### src/pkg/gpio_port_pkg.sv
// Shared constants and types for the eight-bit shared-pin port.
`default_nettype none
package gpio_port_pkg;

    // ----------------------------------------------------------------
    // Register map
    // ----------------------------------------------------------------
    localparam int ADDR_W = 5;
    localparam logic [4:0] OFF_PIN_LEVEL = 5'h00;
    localparam logic [4:0] OFF_OUTPUT_LATCH = 5'h04;
    localparam logic [4:0] OFF_DIRECTION = 5'h08;
    localparam logic [4:0] OFF_ANALOG_SEL = 5'h0C;
    localparam logic [4:0] OFF_ALT_CONFIG = 5'h10;

    // ----------------------------------------------------------------
    // Reset values and field layout
    // ----------------------------------------------------------------
    localparam logic [7:0] LATCH_RST = 8'h00;
    localparam logic [7:0] DIR_RST = 8'hFF;
    localparam logic [7:0] ANALOG_RST = 8'h2F;
    localparam logic [7:0] ANALOG_MASK = 8'h2F;
    localparam logic [2:0] ALT_CONFIG_RST = 3'h0;
    localparam int ALT_CMP_REF_POS = 0;
    localparam int ALT_CMP1_ROUTE_POS = 1;
    localparam int ALT_CMP2_ROUTE_POS = 2;
    localparam int BIT_CMP_REF = 2;
    localparam int BIT_TIMER_CLK = 4;
    localparam int BIT_CMP2_OUT = 5;
    localparam int BIT_OSC_OUT = 6;
    localparam int BIT_OSC_IN = 7;

    // ----------------------------------------------------------------
    // Timing
    // ----------------------------------------------------------------
    localparam int CLKOUT_DIVIDE = 4;

    // ----------------------------------------------------------------
    // Oscillator configuration codes
    // ----------------------------------------------------------------
    typedef enum logic [3:0] {
        OSC_LP = 4'h0,
        OSC_XT = 4'h1,
        OSC_HS = 4'h2,
        OSC_RC_CLKOUT = 4'h3,
        OSC_RC_PIN_FREE = 4'h4,
        OSC_INT_CLKOUT = 4'h5,
        OSC_INT_PIN_FREE = 4'h6,
        OSC_EXT_CLKOUT = 4'h7,
        OSC_EXT_PIN_FREE = 4'h8
    } osc_mode_t;

    typedef struct packed {
        logic cmp2_route;
        logic cmp1_route;
        logic cmp_ref_out_en;
    } alt_config_t;

    typedef struct packed {
        logic [7:0] out_val;
        logic [7:0] out_en_n;
    } pin_drive_t;

endpackage
`default_nettype wire

### src/verilog/avalon_wait_slave.sv
// Avalon-MM handshake: one wait cycle, then a one-cycle acknowledge.
`timescale 1ns/100ps
`default_nettype none
module avalon_wait_slave (
    input wire logic clk_sys,
    input wire logic resetn,
    input wire logic read,
    input wire logic write,
    output logic waitrequest,
    output logic capture,
    output logic commit
);

    logic waitrequest_q;
    logic waitrequest_d;
    logic request;

    // ----------------------------------------------------------------
    // Handshake
    // ----------------------------------------------------------------
    // The first cycle of a request loads read data; the second, with
    // waitrequest low, is the only edge on which a write commits.
    always_comb begin
        request = read | write;
        capture = request & waitrequest_q;
        commit = request & ~waitrequest_q;
        waitrequest_d = ~capture;
    end

    always_ff @(posedge clk_sys or negedge resetn) begin
        if (!resetn) begin
            waitrequest_q <= 1'b1;
        end else begin
            waitrequest_q <= waitrequest_d;
        end
    end

    assign waitrequest = waitrequest_q;

endmodule // avalon_wait_slave
`default_nettype wire

### src/verilog/cycle_clock_divider.sv
// Divider that makes the instruction cycle clock from the system clock.
`timescale 1ns/100ps
`default_nettype none
module cycle_clock_divider
    import gpio_port_pkg::*;
#(
    parameter int DIVIDE = CLKOUT_DIVIDE
) (
    input wire logic clk_sys,
    input wire logic resetn,
    input wire logic enable,
    output logic clk_out
);

    localparam int CNT_W = $clog2(DIVIDE);

    logic [CNT_W-1:0] count_q;
    logic [CNT_W-1:0] count_d;
    logic clk_out_q;
    logic clk_out_d;

    // ----------------------------------------------------------------
    // Counter
    // ----------------------------------------------------------------
    // Held at zero while disabled so the output always starts low.
    always_comb begin
        count_d = '0;
        clk_out_d = 1'b0;
        if (enable) begin
            if (count_q == CNT_W'(DIVIDE - 1)) begin
                count_d = '0;
            end else begin
                count_d = count_q + CNT_W'(1);
            end
            clk_out_d = (count_d >= CNT_W'(DIVIDE / 2));
        end
    end

    always_ff @(posedge clk_sys or negedge resetn) begin
        if (!resetn) begin
            count_q <= '0;
            clk_out_q <= 1'b0;
        end else begin
            count_q <= count_d;
            clk_out_q <= clk_out_d;
        end
    end

    assign clk_out = clk_out_q;

endmodule // cycle_clock_divider
`default_nettype wire

### src/verilog/shared_pin_port.sv
// Eight-bit general purpose port whose pins are shared with analog and clock functions.
`timescale 1ns/100ps
`default_nettype none
module shared_pin_port
    import gpio_port_pkg::*;
#(
    parameter int WIDTH = 8
) (
    input wire logic clk_sys,
    input wire logic resetn,
    input wire logic [ADDR_W-1:0] address,
    input wire logic read,
    input wire logic write,
    input wire logic [31:0] writedata,
    input wire logic [3:0] byteenable,
    output logic [31:0] readdata,
    output logic waitrequest,
    input wire logic [WIDTH-1:0] pin_in,
    output logic [WIDTH-1:0] pin_out,
    output logic [WIDTH-1:0] pin_oe_n,
    input wire logic [3:0] osc_mode,
    input wire logic comparator_one_result,
    input wire logic comparator_two_result,
    output logic timer_ext_clock_in,
    output logic cmp_ref_voltage_out,
    output logic [WIDTH-1:0] analog_sel
);

    // ----------------------------------------------------------------
    // Decoding helpers
    // ----------------------------------------------------------------
    function automatic logic osc_out_pin_free(input logic [3:0] mode);
        osc_out_pin_free = (mode == OSC_RC_PIN_FREE) || (mode == OSC_INT_PIN_FREE) ||
            (mode == OSC_EXT_PIN_FREE);
    endfunction

    function automatic logic osc_out_is_clock(input logic [3:0] mode);
        osc_out_is_clock = (mode == OSC_RC_CLKOUT) || (mode == OSC_INT_CLKOUT) ||
            (mode == OSC_EXT_CLKOUT);
    endfunction

    // The input pin stays free only while the internal oscillator runs.
    function automatic logic osc_in_pin_free(input logic [3:0] mode);
        osc_in_pin_free = (mode == OSC_INT_CLKOUT) || (mode == OSC_INT_PIN_FREE);
    endfunction

    // Mask of bits usable as general I/O under a given oscillator mode.
    function automatic logic [WIDTH-1:0] io_mask(input logic [3:0] mode);
        logic [WIDTH-1:0] m;
        m = '1;
        m[BIT_OSC_OUT] = osc_out_pin_free(mode);
        m[BIT_OSC_IN] = osc_in_pin_free(mode);
        io_mask = m;
    endfunction

    // ----------------------------------------------------------------
    // Declarations
    // ----------------------------------------------------------------
    logic [WIDTH-1:0] latch_q;
    logic [WIDTH-1:0] latch_d;
    logic [WIDTH-1:0] dir_q;
    logic [WIDTH-1:0] dir_d;
    logic [WIDTH-1:0] analog_q;
    logic [WIDTH-1:0] analog_d;
    alt_config_t alt_q;
    alt_config_t alt_d;
    logic [31:0] readdata_q;
    logic [31:0] readdata_d;
    logic [WIDTH-1:0] level_q;
    logic [WIDTH-1:0] level_d;
    logic [3:0] osc_q;
    logic [3:0] osc_d;
    pin_drive_t drive_q;
    pin_drive_t drive_d;
    logic timer_clk_q;
    logic timer_clk_d;
    logic capture;
    logic commit;
    logic write_lane;
    logic cycle_clock;
    logic clkout_en;
    logic [WIDTH-1:0] usable;
    logic [WIDTH-1:0] din_en;
    logic [WIDTH-1:0] level_view;

    // ----------------------------------------------------------------
    // Bus handshake and cycle clock
    // ----------------------------------------------------------------
    avalon_wait_slave u_handshake (
        .clk_sys(clk_sys),
        .resetn(resetn),
        .read(read),
        .write(write),
        .waitrequest(waitrequest),
        .capture(capture),
        .commit(commit)
    );

    assign clkout_en = osc_out_is_clock(osc_q);

    cycle_clock_divider #(
        .DIVIDE(CLKOUT_DIVIDE)
    ) u_cycle_clock (
        .clk_sys(clk_sys),
        .resetn(resetn),
        .enable(clkout_en),
        .clk_out(cycle_clock)
    );

    // ----------------------------------------------------------------
    // Digital input enables and visible pin levels
    // ----------------------------------------------------------------
    always_comb begin
        usable = io_mask(osc_q);
        din_en = usable & ~analog_q;
        if (alt_q.cmp_ref_out_en) begin
            din_en[BIT_CMP_REF] = 1'b0;
        end
        level_view = level_q & din_en;
    end

    // ----------------------------------------------------------------
    // Software registers
    // ----------------------------------------------------------------
    // Only byte lane 0 carries data; a write with that lane off is dropped.
    always_comb begin
        write_lane = commit & write & byteenable[0];
        latch_d = latch_q;
        dir_d = dir_q;
        analog_d = analog_q;
        alt_d = alt_q;
        if (write_lane) begin
            case (address)
                OFF_PIN_LEVEL: begin
                    latch_d = writedata[WIDTH-1:0];
                end
                OFF_OUTPUT_LATCH: begin
                    latch_d = writedata[WIDTH-1:0];
                end
                OFF_DIRECTION: begin
                    dir_d = writedata[WIDTH-1:0];
                end
                OFF_ANALOG_SEL: begin
                    analog_d = writedata[WIDTH-1:0] & ANALOG_MASK;
                end
                OFF_ALT_CONFIG: begin
                    alt_d = alt_config_t'(writedata[2:0]);
                end
                default: begin
                    latch_d = latch_q;
                end
            endcase
        end
    end

    // Analog selection comes up set on bits 0-3 and 5, clear on bit 4.
    always_ff @(posedge clk_sys or negedge resetn) begin
        if (!resetn) begin
            latch_q <= LATCH_RST;
            dir_q <= DIR_RST;
            analog_q <= ANALOG_RST;
            alt_q <= ALT_CONFIG_RST;
        end else begin
            latch_q <= latch_d;
            dir_q <= dir_d;
            analog_q <= analog_d;
            alt_q <= alt_d;
        end
    end

    // ----------------------------------------------------------------
    // Read data
    // ----------------------------------------------------------------
    // Read data is loaded on the first request edge and held until the
    // next read, so it is stable while waitrequest is low.
    always_comb begin
        readdata_d = readdata_q;
        if (capture && read) begin
            readdata_d = '0;
            case (address)
                OFF_PIN_LEVEL: begin
                    readdata_d[WIDTH-1:0] = level_view;
                end
                OFF_OUTPUT_LATCH: begin
                    readdata_d[WIDTH-1:0] = latch_q & usable;
                end
                OFF_DIRECTION: begin
                    readdata_d[WIDTH-1:0] = dir_q & usable;
                end
                OFF_ANALOG_SEL: begin
                    readdata_d[WIDTH-1:0] = analog_q;
                end
                OFF_ALT_CONFIG: begin
                    readdata_d[2:0] = alt_q;
                end
                default: begin
                    readdata_d = '0;
                end
            endcase
        end
    end

    always_ff @(posedge clk_sys or negedge resetn) begin
        if (!resetn) begin
            readdata_q <= '0;
        end else begin
            readdata_q <= readdata_d;
        end
    end

    // ----------------------------------------------------------------
    // Pin drive and sampling
    // ----------------------------------------------------------------
    // Pin levels pass one flip-flop before software sees them; the pins
    // are taken as already synchronous to clk_sys.
    always_comb begin
        level_d = pin_in;
        osc_d = osc_mode;
        timer_clk_d = pin_in[BIT_TIMER_CLK];
        drive_d.out_val = '0;
        drive_d.out_en_n = '1;
        for (int i = 0; i < WIDTH; i++) begin
            if (usable[i] && !dir_q[i]) begin
                drive_d.out_val[i] = latch_q[i];
                drive_d.out_en_n[i] = 1'b0;
            end
        end
        if (!dir_q[BIT_TIMER_CLK] && alt_q.cmp1_route) begin
            drive_d.out_val[BIT_TIMER_CLK] = comparator_one_result;
        end
        if (!dir_q[BIT_CMP2_OUT] && alt_q.cmp2_route) begin
            drive_d.out_val[BIT_CMP2_OUT] = comparator_two_result;
        end
        // The reference output is analog; the digital driver must let go.
        if (alt_q.cmp_ref_out_en) begin
            drive_d.out_val[BIT_CMP_REF] = 1'b0;
            drive_d.out_en_n[BIT_CMP_REF] = 1'b1;
        end
        if (clkout_en) begin
            drive_d.out_val[BIT_OSC_OUT] = cycle_clock;
            drive_d.out_en_n[BIT_OSC_OUT] = 1'b0;
        end
        if (!usable[BIT_OSC_IN]) begin
            drive_d.out_val[BIT_OSC_IN] = 1'b0;
            drive_d.out_en_n[BIT_OSC_IN] = 1'b1;
        end
    end

    always_ff @(posedge clk_sys or negedge resetn) begin
        if (!resetn) begin
            level_q <= '0;
            osc_q <= OSC_LP;
            timer_clk_q <= 1'b0;
            drive_q.out_val <= '0;
            drive_q.out_en_n <= '1;
        end else begin
            level_q <= level_d;
            osc_q <= osc_d;
            timer_clk_q <= timer_clk_d;
            drive_q <= drive_d;
        end
    end

    // ----------------------------------------------------------------
    // Outputs
    // ----------------------------------------------------------------
    assign readdata = readdata_q;
    assign pin_out = drive_q.out_val;
    assign pin_oe_n = drive_q.out_en_n;
    assign timer_ext_clock_in = timer_clk_q;
    assign cmp_ref_voltage_out = alt_q.cmp_ref_out_en;
    assign analog_sel = analog_q;

endmodule // shared_pin_port
`default_nettype wire

### config.mk
export PLATFORM = sky130hd
export DESIGN_NAME = shared_pin_port
export DESIGN_NICKNAME = d
export VERILOG_FILES = /design/src/pkg/gpio_port_pkg.sv /design/src/verilog/avalon_wait_slave.sv /design/src/verilog/cycle_clock_divider.sv /design/src/verilog/shared_pin_port.sv
export SDC_FILE = /design/constraint.sdc
export NUM_CORES = 1
export LEC_CHECK = 0
export BUFFER_PORTS_ARGS = -buffer_cell sky130_fd_sc_hd__clkbuf_2
export CORE_MARGIN = 8
export CORE_UTILIZATION = 42
export CTS_BUF_LIST = sky130_fd_sc_hd__clkbuf_4 sky130_fd_sc_hd__clkbuf_8 sky130_fd_sc_hd__clkbuf_16
export DETAILED_ROUTE_END_ITERATION = 7
export GPL_ROUTABILITY_DRIVEN = 0
export PLACE_DENSITY = 0.76
export SKIP_CTS_REPAIR_TIMING = 1
export SYNTH_ARGS = -nofsm -noshare
export SYNTH_HDL_FRONTEND = slang
export SYNTH_SLANG_ARGS = --single-unit
### constraint.sdc
create_clock -name clk_sys -period 1.5 [get_ports clk_sys]
set_input_delay 0.375 -clock clk_sys [delete_from_list [all_inputs] [get_ports clk_sys]]
set_output_delay 0.375 -clock clk_sys [all_outputs]
set_load 0.005 [all_outputs]
==> impl_metrics.yaml <==
logic_synthesis:
  synth_seq_cells: 63
  synth_top_family_by_area: "multiplexers"
  syn-cell-area_sq_um: 2700
  synth_top_cell_area_share_pct: 37.9
  yosysWarnings: 0
  synth.distinct_cells: 42
  netlist_instances: 210
  yosysMostFrequentCell: "dfrtp_1"
  synth_edf_count: 0
  synth_top_cells_by_area: "dfrtp_1, dfstp_2, mux2_2, buf_4, mux2i_1"
  muxShareOfSynthArea_pct: 13.8
  yosys.area_share.simple_pct: 10.6
  yosys.area.top_type: "dfrtp_1"
  ys.flop_type: "dfrtp_1"
  synth_compound_area_share_pct: 6.76
  ys_seq_area_share_pct: 59.3
  synthArstFlopShare_pct: 100
  synth_commonest_cells: "dfrtp_1, buf_4, mux2_2"
  synth_xor_area_share_pct: 0.324
  avgSynthCellArea_sq_um: 12.9
  synthAdderAreaFrac_pct: 0.463
finish:
  postLayoutCoreUtil_pct: 56.2
  finalNonFillerCells: 387
  drive_above_1_share_pct: 51.6
  n_antenna_cell: 0
  design_area_sq_um: 3530
  syn_to_final_growth_pct: 30.5
  fin_nets: 365
timing:
  clock_skew_ps: 12.6
  max_freq_mhz: 652
  rsz0062_at_grt: "yes"
  hold_viol: 0
  fin_crit_ps: 1530
  worst_hold_slack_ps: 145
  setup_viol: 10
  finalWorstSetupSlack_ps: -34.3
  drv_slew: 0
  period_share_pct: 102
setup_path:
  crit_fanout: 5
  crit_path_end_kind: "flop"
  arrival_ps: 1790
  crit_required_ps: 1750
  crit_path_start_kind: "flop"
  critical_path_class: "flop to flop"
clock_network:
  cts_num_sinks: 63
  cts_inserted_buffers: 9
  clkTransAtPathRegs_ps: 70
  cts.path.max_buffers: 2
  cts_tree: "yes"
  worst_skew_pair.late_latency_ps: 330
  cts.htree.levels: 3
  cts_root_buffer: "clkbuf_8"
run_status:
  violations: "setup timing"
  outcome: "finished, violations left"
detailed_routing:
  first_pass_iters: 4
  antenna_left: 0
  drc_errors: 0
  routedWlPerCell_microns: 15.9
  drtIter0Drc: 100
  wirelength_mm: 6.17
  vias: 1849
  viasPerCell: 4.78
power:
  p_per_area_nw_per_um2: 1170
  p_leak_nw: 1.77
  irDropWorstVdd_mv: 0.781
  p_sw_mw: 0.941
  pwr-share-clk_pct: 40.4
  combPwrFrac_pct: 12.1
  seqPwrFrac_pct: 47.5
  p_int_mw: 3.20
  p_sw_share_pct: 22.7
grt:
  antenna_found_initial: 0
  grt_overflow: 0
  grt_pass1_wl_mm: 9.44
  grt_max_degree: 42
  grt.total_usage_pct: 13.5
  grt_pass1_vias: 1911
job:
  max-cap-violations: 0
place:
  post-place-cells: 370
  numPortBuffers: 63
  place_area_sq_um: 3210
  pre_cts_slack_ps: -123
  place_hpwl_mm: 4.67
hold_path:
  hold_class: "input pin to flop"
floorplan:
  io_pins: 118
  coreArea_sq_um: 6280
  die_height_microns: 96.2
  design.die.area_sq_um: 9260
  dieWidth_microns: 96.2
  start_util_pct: 43.1
  std_cell_rows: 29
[registers in the layout, indices dropped and copies added (netlist names), 4 cells and up]
signal      cells
analog_sel      5
level_q         8
pin_oe_n        8
readdata        8
pin_out         8
latch_q         8
osc_q           4
dir_q           8
[power by group through the flow]
stage	combinational (mW)	sequential, mW	clock, mW
3_5_place_dp	0.473	2.00	0
2_1_floorplan	0.255	1.99	0
6_report	0.500	1.97	1.68
4_1_cts	0.475	1.97	1.71
5_1_grt	0.556	1.99	1.79
3_3_place_gp	0.461	1.99	0
[layer usage]
metal	vias to the layer above	GRT usage [%]	wire [microns]
li1	875	-	-
met1	891	16.4	2500
met2	74	20.8	2910
met3	9	4.60	619
met4	0	7.30	136
met5	-	0	0
[logic make-up after synthesis]
family,count (synthesis)
and+or+nand+nor,51
DFF,63
buffers and inverters,34
other,1
adders and majority gates,1
xor gates and xnor gates,1
AOI/OAI and AO/OA,26
muxes,33
[layout make-up]
cell class	instances	area, sq um
fill	512	2750
sequential	63	1600
multi-input combinational	139	1030
timing repair buffer	89	553
clock buffer	13	166
tap	77	96.3
clock inverter	3	65.1
inverter	3	11.3
[final timing paths]
path | cells after the start | to | slack (ps) | startpoint
worst min-delay path | 1 | osc_q[0] | 150 | osc_mode[0]
worst max-delay path | 5 | analog_sel[1] | -30 | u_handshake.waitrequest
min in group asynchronous | 2 | latch_q[5] | 470 | resetn
max in group asynchronous | 3 | dir_q[6] | 440 | resetn
worst min register to register | 0 | pin_oe_n[0] | 390 | dir_q[0]
worst max register to register | 5 | analog_sel[1] | -30 | u_handshake.waitrequest
[placed cells by master, fill, tap and decap left out, drive strengths merged, types with 2 or more instances in the layout]
cell type and count:
a21oi 5, a221oi 3, a22o 3, and3 2, buf 25, bufinv 2
clkbuf 76, conb 27, dfrtp 41, dfstp 22, inv 3, mux2 25
mux2i 7, nand2 12, nand3b 4, nand4 2, nor2 16, nor2b 4
nor3b 4, o21ai 6
[critical path, stage by stage, from the launching register on]
cell     delay, ps
dfstp_2        530
and3b_2        250
buf_6          120
nand4_1        100
buf_6          150
mux2_4         300
[metrics by stage]
step	power (mW)	TNS, ps
final	4.15	-199
after floorplan	2.24	-92.0
after global placement	2.45	-1220
after detailed placement	2.47	-1790
after global routing	4.33	-697
after CTS	4.15	-287
(Power assumes the default switching activity.)
